<file path="src/include/apf_pkg.sv">
`default_nettype none
package apf_pkg;
  // ==========================================================================
  // Packet layout constants
  // ==========================================================================
  localparam int unsigned        QUAD_W         = 32;
  localparam int unsigned        FIFO_DEPTH     = 16;
  localparam logic [9:0]         LOCAL_BUS_NUM  = 10'h3FF;
  localparam logic [3:0]         PRIORITY_ZERO  = 4'h0;
  localparam logic [15:0]        EXT_TCODE_ZERO = 16'h0000;
  localparam logic [3:0]         TCODE_QWRITE   = 4'h0;
  localparam logic [3:0]         TCODE_BWRITE   = 4'h1;
  localparam logic [3:0]         TCODE_QREAD    = 4'h4;
  localparam logic [3:0]         TCODE_BREAD    = 4'h5;
  localparam logic [3:0]         TCODE_QRESP    = 4'h6;
  localparam logic [3:0]         TCODE_BRESP    = 4'h7;
  localparam logic [3:0]         TCODE_LOCK_REQ = 4'h9;
  localparam logic [3:0]         TCODE_LOCK_RSP = 4'hB;
  // Field positions inside header quadlet 0.
  localparam int unsigned        TCODE_LSB      = 4;
  localparam int unsigned        PRI_LSB        = 0;
  localparam int unsigned        BUSSEL_BIT     = 23;
  // Field positions inside header quadlet 1 / 3.
  localparam int unsigned        SRC_BUS_LSB    = 22;
  localparam int unsigned        EXT_LSB        = 0;
  localparam logic [9:0]         BUS_NUM_RESET  = 10'h000;
endpackage : apf_pkg
`default_nettype wire

</file>
<file path="src/rtl/apf_top.sv">
// Operation
// - Bus-select bit set forces source bus 3FF, else programmed bus number.
// - Stored received block packets carry priority 0000b.
// - Node IDs are 16 bits: 10-bit bus, 6-bit node.
// - Stored non-lock block packets carry extended code 0000h.
// - Stored packet ends with the acknowledge code returned.
// - Stored packet records the arrival speed code.
// - Stored packet holds sender's 16-bit source identifier.
// - Stored packet holds the 48-bit destination offset.
// - Retry field passes from host on transmit, stored on receive.
// - Transaction code passes on transmit and is stored on receive.
`timescale 1ns/1ps
`default_nettype none

// ============================================================================
// Synchronous FIFO
// ============================================================================
module apf_fifo #(
  parameter int unsigned WIDTH = 32,
  parameter int unsigned DEPTH = 16
) (
  input  wire logic             clk_i,
  input  wire logic             srst_i,
  input  wire logic             in_valid_i,
  input  wire logic [WIDTH-1:0] in_data_i,
  output logic                  in_ready_o,
  output logic                  out_valid_o,
  output logic [WIDTH-1:0]      out_data_o,
  input  wire logic             out_ready_i
);
  localparam int unsigned AW = $clog2(DEPTH);
  logic [WIDTH-1:0] mem_r [DEPTH];
  logic [AW-1:0]    wr_ptr_r, wr_ptr_nxt, rd_ptr_r, rd_ptr_nxt;
  logic [AW:0]      count_r, count_nxt;
  logic             push, pop;

  // Honest full and empty from the occupancy count.
  always_comb
  begin
    in_ready_o  = (count_r != (AW+1)'(DEPTH)); // Full at exactly DEPTH words held.
    out_valid_o = (count_r != '0);
    out_data_o  = mem_r[rd_ptr_r];
    push        = in_valid_i && in_ready_o;
    pop         = out_valid_o && out_ready_i;
    wr_ptr_nxt  = push ? ((wr_ptr_r == AW'(DEPTH-1)) ? '0 : wr_ptr_r + AW'(1)) : wr_ptr_r;
    rd_ptr_nxt  = pop ? ((rd_ptr_r == AW'(DEPTH-1)) ? '0 : rd_ptr_r + AW'(1)) : rd_ptr_r;
    count_nxt   = count_r + (AW+1)'(push) - (AW+1)'(pop);
  end

  // Storage keeps arrival order; words leave oldest first.
  always_ff @(posedge clk_i)
  begin
    if (push)
    begin
      mem_r[wr_ptr_r] <= in_data_i;
    end
    if (srst_i)
    begin
      wr_ptr_r <= '0;
      rd_ptr_r <= '0;
      count_r  <= '0;
    end
    else
    begin
      wr_ptr_r <= wr_ptr_nxt;
      rd_ptr_r <= rd_ptr_nxt;
      count_r  <= count_nxt;
    end
  end
endmodule : apf_fifo

// ============================================================================
// Asynchronous packet framer
// ============================================================================
module apf_top #(
  parameter int unsigned WIDTH = 32,
  parameter int unsigned DEPTH = 16
) (
  // Clock and reset.
  input  wire logic        REF_CLK_I,
  input  wire logic        SRST_I,
  // Configuration.
  input  wire logic [9:0]  BUS_NUMBER_I,
  // Transmit side: host writes quadlets.
  input  wire logic        TX_HOST_VALID_I,
  input  wire logic [31:0] TX_HOST_DATA_I,
  input  wire logic        TX_HOST_SOP_I,
  output logic             TX_HOST_READY_O,
  // Transmit side: link takes formatted quadlets.
  output logic             TX_LINK_VALID_O,
  output logic [31:0]      TX_LINK_DATA_O,
  input  wire logic        TX_LINK_READY_I,
  // Receive side: link delivers quadlets.
  input  wire logic        RX_LINK_VALID_I,
  input  wire logic [31:0] RX_LINK_DATA_I,
  input  wire logic        RX_LINK_SOP_I,
  input  wire logic        RX_LINK_EOP_I,
  input  wire logic [1:0]  RX_LINK_SPEED_I,
  input  wire logic [3:0]  RX_LINK_ACK_I,
  output logic             RX_LINK_READY_O,
  // Receive side: host drains stored quadlets.
  output logic             RX_HOST_VALID_O,
  output logic [31:0]      RX_HOST_DATA_O,
  input  wire logic        RX_HOST_READY_I
);
  typedef enum logic [1:0] {RX_DATA, RX_TRAIL} apf_rx_type;

  logic [2:0]        tx_idx_r, tx_idx_nxt;
  logic              tx_bussel_r, tx_bussel_nxt;
  logic [31:0]       tx_word;
  logic [2:0]        rx_idx_r, rx_idx_nxt;
  logic [3:0]        rx_tcode_r, rx_tcode_nxt;
  apf_rx_type        rx_st_r, rx_st_nxt;
  logic              rx_fifo_valid, rx_fifo_ready, tx_fifo_ready;
  logic [31:0]       rx_word;

  // Lock packets keep the extended code; block write, read and response codes store zero.
  function automatic logic is_lock(input logic [3:0] tc);
    is_lock = (tc == apf_pkg::TCODE_LOCK_REQ) || (tc == apf_pkg::TCODE_LOCK_RSP);
  endfunction : is_lock

  // Transmit header rewrite: quadlet 1 gets the source bus inserted.
  always_comb
  begin
    tx_word       = TX_HOST_DATA_I;
    tx_bussel_nxt = tx_bussel_r;
    tx_idx_nxt    = tx_idx_r;
    if (TX_HOST_VALID_I && TX_HOST_SOP_I)
    begin
      tx_bussel_nxt = TX_HOST_DATA_I[apf_pkg::BUSSEL_BIT];
    end
    if (!TX_HOST_SOP_I && tx_idx_r == 3'd1)
    begin
      // Source bus field: 10-bit bus number above a 6-bit node.
      tx_word[apf_pkg::SRC_BUS_LSB +: 10] = tx_bussel_r ? apf_pkg::LOCAL_BUS_NUM : BUS_NUMBER_I;
    end
    if (TX_HOST_VALID_I && tx_fifo_ready)
    begin
      tx_idx_nxt = TX_HOST_SOP_I ? 3'd1 : ((tx_idx_r == 3'd7) ? tx_idx_r : tx_idx_r + 3'd1);
    end
  end

  always_ff @(posedge REF_CLK_I)
  begin
    if (SRST_I)
    begin
      tx_idx_r    <= 3'd0;
      tx_bussel_r <= 1'b0;
    end
    else
    begin
      tx_idx_r    <= tx_idx_nxt;
      tx_bussel_r <= tx_bussel_nxt;
    end
  end

  // Transmit path buffer; retry, label and code pass untouched.
  apf_fifo #(.WIDTH(WIDTH), .DEPTH(DEPTH)) u_tx_fifo (
    .clk_i       (REF_CLK_I),
    .srst_i      (SRST_I),
    .in_valid_i  (TX_HOST_VALID_I),
    .in_data_i   (tx_word),
    .in_ready_o  (tx_fifo_ready),
    .out_valid_o (TX_LINK_VALID_O),
    .out_data_o  (TX_LINK_DATA_O),
    .out_ready_i (TX_LINK_READY_I)
  );
  assign TX_HOST_READY_O = tx_fifo_ready;

  // Receive formatting: clean priority and extended code, then a trailer.
  always_comb
  begin
    rx_word       = RX_LINK_DATA_I;
    rx_idx_nxt    = rx_idx_r;
    rx_tcode_nxt  = rx_tcode_r;
    rx_st_nxt     = rx_st_r;
    rx_fifo_valid = 1'b0;
    case (rx_st_r)
      RX_DATA:
      begin
        rx_fifo_valid = RX_LINK_VALID_I;
        if (RX_LINK_SOP_I)
        begin
          // Header 0 keeps label, retry and code; priority forced to zero.
          rx_word[apf_pkg::PRI_LSB +: 4] = apf_pkg::PRIORITY_ZERO;
          rx_tcode_nxt = RX_LINK_DATA_I[apf_pkg::TCODE_LSB +: 4];
        end
        else if (rx_idx_r == 3'd3 && !is_lock(rx_tcode_r) &&
                 (rx_tcode_r == apf_pkg::TCODE_BWRITE || rx_tcode_r == apf_pkg::TCODE_BREAD ||
                  rx_tcode_r == apf_pkg::TCODE_BRESP))
        begin
          rx_word[apf_pkg::EXT_LSB +: 16] = apf_pkg::EXT_TCODE_ZERO;
        end
        // Quadlets 1 and 2 hold source ID and 48-bit offset as received.
        if (RX_LINK_VALID_I && rx_fifo_ready)
        begin
          rx_idx_nxt = RX_LINK_SOP_I ? 3'd1 : ((rx_idx_r == 3'd7) ? rx_idx_r : rx_idx_r + 3'd1);
          if (RX_LINK_EOP_I)
          begin
            rx_st_nxt = RX_TRAIL;
          end
        end
      end
      default:
      begin
        // Trailer: speed code and the returned ack code.
        rx_word       = {16'h0000, 6'h00, RX_LINK_SPEED_I, 4'h0, RX_LINK_ACK_I};
        rx_fifo_valid = 1'b1;
        if (rx_fifo_ready)
        begin
          rx_st_nxt = RX_DATA;
        end
      end
    endcase
  end

  // The link is held off while the trailer is written.
  assign RX_LINK_READY_O = rx_fifo_ready && (rx_st_r == RX_DATA);

  always_ff @(posedge REF_CLK_I)
  begin
    if (SRST_I)
    begin
      rx_idx_r   <= 3'd0;
      rx_tcode_r <= 4'h0;
      rx_st_r    <= RX_DATA;
    end
    else
    begin
      rx_idx_r   <= rx_idx_nxt;
      rx_tcode_r <= rx_tcode_nxt;
      rx_st_r    <= rx_st_nxt;
    end
  end

  // Receive path buffer in arrival order.
  apf_fifo #(.WIDTH(WIDTH), .DEPTH(DEPTH)) u_rx_fifo (
    .clk_i       (REF_CLK_I),
    .srst_i      (SRST_I),
    .in_valid_i  (rx_fifo_valid),
    .in_data_i   (rx_word),
    .in_ready_o  (rx_fifo_ready),
    .out_valid_o (RX_HOST_VALID_O),
    .out_data_o  (RX_HOST_DATA_O),
    .out_ready_i (RX_HOST_READY_I)
  );
endmodule : apf_top
`default_nettype wire

</file>
<file path="config.mk">
export PLATFORM = sky130hd
export DESIGN_NAME = apf_top
export DESIGN_NICKNAME = d
export VERILOG_FILES = /design/src/include/apf_pkg.sv /design/src/rtl/apf_top.sv
export SDC_FILE = /design/constraint.sdc
export NUM_CORES = 1
export LEC_CHECK = 0
export ABC_AREA = 1
export BUFFER_PORTS_ARGS = -buffer_cell sky130_fd_sc_hd__buf_2
export CAP_MARGIN = 5
export CORE_AREA = 5 5 368 297
export CTS_CLUSTER_SIZE = 20
export DETAILED_ROUTE_END_ITERATION = 8
export DIE_AREA = 0 0 373 302
export HOLD_SLACK_MARGIN = 0.02
export PLACE_DENSITY = 0.64
export SYNTH_ARGS = -nofsm -noshare
export SYNTH_HDL_FRONTEND = slang
export SYNTH_SLANG_ARGS = --single-unit
</file>
<file path="constraint.sdc">
create_clock -name REF_CLK_I -period 3.5 [get_ports REF_CLK_I]
set_clock_uncertainty 0.05 [all_clocks]
set_input_delay 0.35 -clock REF_CLK_I [delete_from_list [all_inputs] [get_ports REF_CLK_I]]
set_output_delay 0.35 -clock REF_CLK_I [all_outputs]
set_load 0.05 [all_outputs]
</file>
==> impl_metrics.env, run 1 <==
export IMPL_grt_use_met2=0.306
export IMPL_antenna_found_initial=2
export IMPL_drv_cap=0
export IMPL_maxSlewViolCount=0
export IMPL_crit_type="flip-flop to output port"
export IMPL_synth_area_per_cell_um2=10.2
export IMPL_rsz0062_at_grt="false"
export IMPL_path_cells="buf_12 -> nand2_1 -> nand2_1 -> nand2_1 -> nand3_1 -> nand3_1 -> nand2_1 -> buf_2"
export IMPL_synth_xor_area_frac=0.00112
export IMPL_layout_drive_gt1_share=0.0959
export IMPL_finalNetCount=4910
export IMPL_synth_compound_area_share=0.00368
export IMPL_dp_hpwl_um=63600
export IMPL_reg2reg_from="u_tx_fifo.count_r[2]"
export IMPL_antenna_left=0
export IMPL_vias_per_cell=4.97
export IMPL_reg2regPathDepth=15
export IMPL_hold_path_class="primary input to flip-flop"
export IMPL_outcome="finished clean"
export IMPL_core_area_mm2=0.106
export IMPL_grt_max_degree=205
export IMPL_grt_usage=0.200
export IMPL_period_share=0.925
export IMPL_cp_endpoint="TX_LINK_DATA_O[25]"
export IMPL_met1_usage=0.297
export IMPL_timing_rr_end="u_tx_fifo.count_r[4]"
export IMPL_die_y_um=302
export IMPL_grt_pass1_wl_um=176000
export IMPL_cpMaxStageDelayCell="buf_12"
export IMPL_clock_fmax_mhz=309
export IMPL_cts_buffer_depth=3
export IMPL_die_area_mm2=0.113
export IMPL_cpMostUsedCell="nand2_1"
export IMPL_postRouteWirelength_um=115000
export IMPL_setup_violations=0
export IMPL_arrival_ns=2.84
export IMPL_slowest_delay_ns=0.59
export IMPL_cts_buffers_inserted=108
export IMPL_synth_seq_cells=1070
export IMPL_p_per_area_mw_per_mm2=678
export IMPL_port_buffers=156
export IMPL_start_util=0.444
export IMPL_final_common_cell="nand2_1"
export IMPL_period_minus_slack_ns=3.24
export IMPL_vias=31300
export IMPL_postCtsResizedCells=0
export IMPL_wl_per_cell_um=18.3
export IMPL_mostFrequentLayoutCells="nand2_1, edfxtp_1, inv_1, nand3_1, buf_2"
export IMPL_instances_no_fill=6298
export IMPL_cts_sinks=1070
export IMPL_r2r_setup_slack_ns=0.85
export IMPL_gp_congestion=0.800
export IMPL_drc=0
export IMPL_first_global_vias=30200
export IMPL_final_hold_violation_count=0
export IMPL_grt_ovfl_total=0
export IMPL_synth_warnings=0
export IMPL_ir_drop_mv=0.555
export IMPL_drtIter0Drc=3193
export IMPL_die_w_um=373
export IMPL_endpoint_kind="output port"
export IMPL_netlist_area_mm2=0.0469
export IMPL_clk_pin_slew_ns=0.06
export IMPL_cp_start_kind="flip-flop"
export IMPL_cp_max_fo=204
export IMPL_dp_cells=6062
export IMPL_htree_num_levels=3
export IMPL_pin_count=157
export IMPL_relSlewSlack=0.220
export IMPL_synth_simple_area_share=0.214
export IMPL_muxShareOfSynthArea=0
export IMPL_tightest_slew_ns=1.16
export IMPL_syn_instance_count=4604
export IMPL_p_leak_uw=0.0229
export IMPL_row_count=107
export IMPL_ys_types=26
export IMPL_required_ns=3.10
export IMPL_cts_root_buf="clkbuf_16"
export IMPL_tritoncts="yes"
export IMPL_area_delta_synth_final_pct=13.6
export IMPL_syn_nets=4723
export IMPL_grt_most_used_layer="met2"
export IMPL_fin_setup_tns_ns=0
export IMPL_grtUsageMet3=0.0278
export IMPL_firstDrtPassIters=6
export IMPL_clk_latency_ns=0.67
export IMPL_yosysSeqAreaShare=0.675
export IMPL_yosys_area_share_adder=0.00832
export IMPL_synth_top_family_by_area="simple AND/OR/NAND/NOR gates"
## worst min-delay path by stage
stage / from / endpoint / slack (ns) / cells after the start
2_1_floorplan: SRST_I / tx_bussel_r / 0.37 / 1
3_3_place_gp: rx_tcode_r[2] / rx_tcode_r[2] / 0.40 / 2
3_5_place_dp: rx_tcode_r[2] / rx_tcode_r[2] / 0.40 / 2
4_1_cts: RX_LINK_EOP_I / rx_st_r[0] / 0.08 / 5
5_1_grt: RX_LINK_DATA_I[30] / u_rx_fifo.mem_r[2][30] / 0.15 / 4
6_report: RX_LINK_EOP_I / rx_st_r[0] / 0.13 / 5
## layer usage
layer / vias to the layer above / wire length [µm]
met5: - / 0
met2: 1022 / 50800
met1: 14900 / 54300
li1: 15200 / -
met4: 0 / 3310
met3: 199 / 6750
## critical path, delay by kind of cell (launching register included)
kind	cells	cell delay, ns
buffers and inverters	2	0.88
AND/OR/NAND/NOR	6	0.67
flip-flops	1	0.39
## kinds of logic (layout without fill, tap and decap cells)
group                      after synthesis  in the layout
DFF                                   1070           1070
adders and majority gates               30             30
buffers and inverters                 1065           1341
AOI/OAI and AO/OA                       34             34
and+or+nand+nor                       2399           2399
xor gates and xnor gates                 6              6
other                                    0              1
## sequential cells by signal (all words and copies together) (netlist names), named ones only
register            count
u_tx_fifo.mem_r       512
u_rx_fifo.mem_r       512
u_rx_fifo.rd_ptr_r      4
tx_idx_r                3
rx_st_r                 1
u_tx_fifo.count_r       5
u_tx_fifo.rd_ptr_r      4
u_rx_fifo.wr_ptr_r      4
u_rx_fifo.count_r       5
tx_bussel_r             1
rx_tcode_r              4
rx_idx_r                3
u_tx_fifo.wr_ptr_r      4
## report_power, final
part / switching [µW] / internal, µW
sequential: 212 / 15000
combinational: 6950 / 2370
clock: 4910 / 6710
## final cells by class
cell class                      count  area, µm²
Multi-Input combinational cell   2469      10900
Inverter                          844       3190
Sequential cell                  1070      31700
Tap cell                         1417       1770
Antenna cell                        1       2.50
Clock buffer                      133       2830
Clock inverter                     66        733
Timing Repair Buffer              298       2170
Fill cell                        9366      52300
## Yosys cell counts
| cell type | instances | area (µm²) |
|---|---|---|
| nand3b_1 | 2 | 15.0 |
| buf_2 | 90 | 450 |
| or2_2 | 1 | 6.26 |
| ha_1 | 28 | 350 |
| buf_8 | 2 | 30.0 |
| a21oi_1 | 22 | 110 |
| buf_6 | 50 | 563 |
| inv_1 | 838 | 3150 |
| clkbuf_1 | 27 | 101 |
| nand3_2 | 1 | 10.0 |
| dfxtp_1 | 46 | 921 |
| and3_1 | 2 | 12.5 |
| buf_4 | 21 | 158 |
| buf_1 | 31 | 116 |
| o21ai_0 | 11 | 55.1 |
| fa_1 | 2 | 40.0 |
| edfxtp_1 | 1024 | 30700 |
| o21bai_1 | 1 | 7.51 |
| nand3_1 | 787 | 3940 |
| nand4_1 | 11 | 68.8 |
| inv_2 | 4 | 15.0 |
| nand2_1 | 1457 | 5470 |
| nor2_1 | 137 | 514 |
| inv_4 | 2 | 12.5 |
| xor2_1 | 6 | 52.6 |
| nor2b_1 | 1 | 6.26 |
## what timing repair did
action,CTS,global route
setup buffers,0,0
hold buffers,36,0
hold endpoints to repair,375,0
endpoints found under the setup margin,0,0
## per-stage QoR
| step | util | instance area [µm²] | total power, µW | hold slack (ns) | setup WS [ns] |
|---|---|---|---|---|---|
| 2_1_floorplan | - | 46900 | 22100 | 0.369 | 0.394 |
| 3_3_place_gp | 0.467 | 49400 | 24600 | 0.399 | 0.932 |
| 3_5_place_dp | 0.467 | 49400 | 24700 | 0.401 | 0.843 |
| 4_1_cts | 0.504 | 53300 | 36400 | 0.0776 | 0.258 |
| 5_1_grt | 0.505 | 53300 | 37800 | 0.153 | 0.128 |
| 6_report | 0.505 | 53300 | 36100 | 0.129 | 0.262 |
Note: power is estimated with default switching activity, not from simulation.
==> inputs of run 2 (changes only) <==
--- a/config.mk
+++ b/config.mk
@@ -8,12 +8,12 @@
 export ABC_AREA = 1
 export BUFFER_PORTS_ARGS = -buffer_cell sky130_fd_sc_hd__buf_2
 export CAP_MARGIN = 5
-export CORE_AREA = 5 5 368 297
+export CORE_AREA = 5 5 349 282
 export CTS_CLUSTER_SIZE = 20
 export DETAILED_ROUTE_END_ITERATION = 8
-export DIE_AREA = 0 0 373 302
+export DIE_AREA = 0 0 354 287
 export HOLD_SLACK_MARGIN = 0.02
-export PLACE_DENSITY = 0.64
+export PLACE_DENSITY = 0.69
 export SYNTH_ARGS = -nofsm -noshare
 export SYNTH_HDL_FRONTEND = slang
 export SYNTH_SLANG_ARGS = --single-unit
==> impl_metrics.env, run 2 (synthesis gave the netlist of run 1 again) <==
export IMPL_power_uw=35600
export IMPL_path_cells="inv_6 -> buf_4 -> nand2_1 -> nand2_1 -> nand2_1 -> nand3_1 -> nand3_1 -> nand2_1 -> buf_2"
export IMPL_layout_drive_gt1_share=0.0915
export IMPL_fin_setup_tns_ns=0
export IMPL_grt_usage=0.217
export IMPL_postCtsResizedCells=0
export IMPL_cpMostUsedCell="nand2_1"
export IMPL_ir_drop_mv=0.488
export IMPL_seq_power_share=0.427
export IMPL_period_share=0.897
export IMPL_instances_no_fill=6097
export IMPL_dp_hpwl_um=61800
export IMPL_htree_num_levels=3
export IMPL_path_delay_family="buffers and inverters"
export IMPL_first_global_vias=30300
export IMPL_drtIter0Drc=3158
export IMPL_firstDrtPassIters=6
export IMPL_relSlewSlack=0.137
export IMPL_switching_share=0.336
export IMPL_pin_count=157
export IMPL_grt_max_degree=178
export IMPL_diodes=0
export IMPL_finalNetCount=4892
export IMPL_vias=31600
export IMPL_endpoint_kind="output port"
export IMPL_start_util=0.497
export IMPL_wl_per_cell_um=18.3
export IMPL_final_hold_violation_count=0
export IMPL_crit_type="flip-flop to output port"
export IMPL_p_clk_frac=0.315
export IMPL_port_buffers=156
export IMPL_rsz0062_at_grt="false"
export IMPL_postRouteWirelength_um=112000
export IMPL_mostFrequentLayoutCells="nand2_1, edfxtp_1, inv_1, nand3_1, buf_2"
export IMPL_r2r_setup_slack_ns=0.79
export IMPL_row_count=101
export IMPL_p_sw_uw=12000
export IMPL_setup_violations=0
export IMPL_die_area_mm2=0.102
export IMPL_clk_latency_ns=0.67
export IMPL_final_common_cell="nand2_1"
export IMPL_drv_cap=0
export IMPL_die_w_um=354
export IMPL_p_int_uw=23600
export IMPL_maxSlewViolCount=0
export IMPL_antenna_left=0
export IMPL_place_area_mm2=0.0491
export IMPL_area_delta_synth_final_pct=12.8
export IMPL_antenna_found_initial=2
export IMPL_clk_pin_slew_ns=0.06
export IMPL_arrival_ns=2.74
export IMPL_whs_ns=0.0744
export IMPL_largestRegisters="u_rx_fifo.mem_r (512), u_tx_fifo.mem_r (512)"
export IMPL_slowest_delay_ns=0.43
export IMPL_postLayoutCellArea_mm2=0.0529
export IMPL_period_minus_slack_ns=3.14
export IMPL_core_area_mm2=0.0944
export IMPL_cts_buffer_depth=3
export IMPL_hold_path_class="primary input to flip-flop"
export IMPL_cpMaxStageDelayCell="dfxtp_4"
export IMPL_cts_sinks=1070
export IMPL_grt_ovfl_total=0
export IMPL_cts_buffers_inserted=106
export IMPL_outcome="finished clean"
export IMPL_tritoncts="yes"
export IMPL_p_leak_uw=0.0228
export IMPL_dp_cells=5865
export IMPL_grt_pass1_wl_um=173000
export IMPL_num_fill_cells=7744
export IMPL_cp_start_kind="flip-flop"
export IMPL_vias_per_cell=5.18
export IMPL_worst_path_buf_inv=3
export IMPL_gp_congestion=0.789
export IMPL_cp_max_fo=44
export IMPL_clock_fmax_mhz=319
export IMPL_die_y_um=287
export IMPL_p_per_area_mw_per_mm2=672
export IMPL_cts_root_buf="clkbuf_16"
export IMPL_tightest_slew_ns=1.29
export IMPL_required_ns=3.10
export IMPL_drc=0
export IMPL_comb_power_share=0.258
[run 2: cell types whose count changed in the layout (fill, tap and decap cells not counted), sizes merged]
cell | previous run | this run
bufinv | 13 | 6
clkbuf | 133 | 132
inv | 846 | 847
buf | 262 | 246
diode | 1 | 0
clkinv | 48 | 52
[run 2: final timing paths]
kind / cells after the start / end / start
hold / removal: 1 / u_tx_fifo.mem_r[5][13] / TX_HOST_DATA_I[13]
setup reg to reg: 8 / u_rx_fifo.mem_r[1][7] / u_rx_fifo.count_r[2]
hold reg to reg: 2 / rx_tcode_r[1] / rx_tcode_r[1]
setup / recovery: 9 / RX_HOST_DATA_O[5] / flip-flop
[run 2: layer usage]
layer | GRT usage | wire, µm | share of wire | up-vias
met5 | 0 | 0 | 0 | -
met2 | 0.340 | 50400 | 0.45 | 1161
met4 | 0.0593 | 2590 | 0.023 | 0
met1 | 0.322 | 50300 | 0.45 | 15100
met3 | 0.0305 | 8350 | 0.075 | 184
li1 | - | - | - | 15100
[run 2: what timing repair did]
action | 4_1_cts | 5_1_grt
buffers inserted | 0 | 0
hold buffers | 36 | 0
hold endpoints to repair | 328 | 0
[run 2: layout make-up]
| class | instances | area (µm²) | area share |
|---|---|---|---|
| multi-input combinational | 2469 | 10900 | 0.206 |
| tap | 1236 | 1550 | 0.0292 |
| clock inverter | 64 | 567 | 0.0107 |
| clock buffer | 132 | 2870 | 0.0542 |
| timing repair buffer | 282 | 2150 | 0.0407 |
| sequential | 1070 | 31700 | 0.599 |
| inverter | 844 | 3190 | 0.0602 |
[run 2: through the flow]
stage	utilization	worst slack (ns)
2_1_floorplan	-	0.394
5_1_grt	0.560	0.146
6_report	0.560	0.361
4_1_cts	0.560	0.302
3_5_place_dp	0.520	0.853
3_3_place_gp	0.520	0.895
[run 2: worst reg2reg max path: cells and delay by family (launching register included)]
kind	cells	cell delay (ns)
and+or+nand+nor	4	1.27
adders and majority gates	1	0.21
buffers and inverters	3	0.54
DFF	1	0.33
[run 2: power groups by stage]
stage,Combinational (µW),Clock [µW],Sequential [µW]
detailed placement,9090,0,15500
floorplan,6760,0,15400
global route,10100,11900,15200
CTS,9190,11400,15200
finish,9170,11200,15200
global placement,8980,0,15400
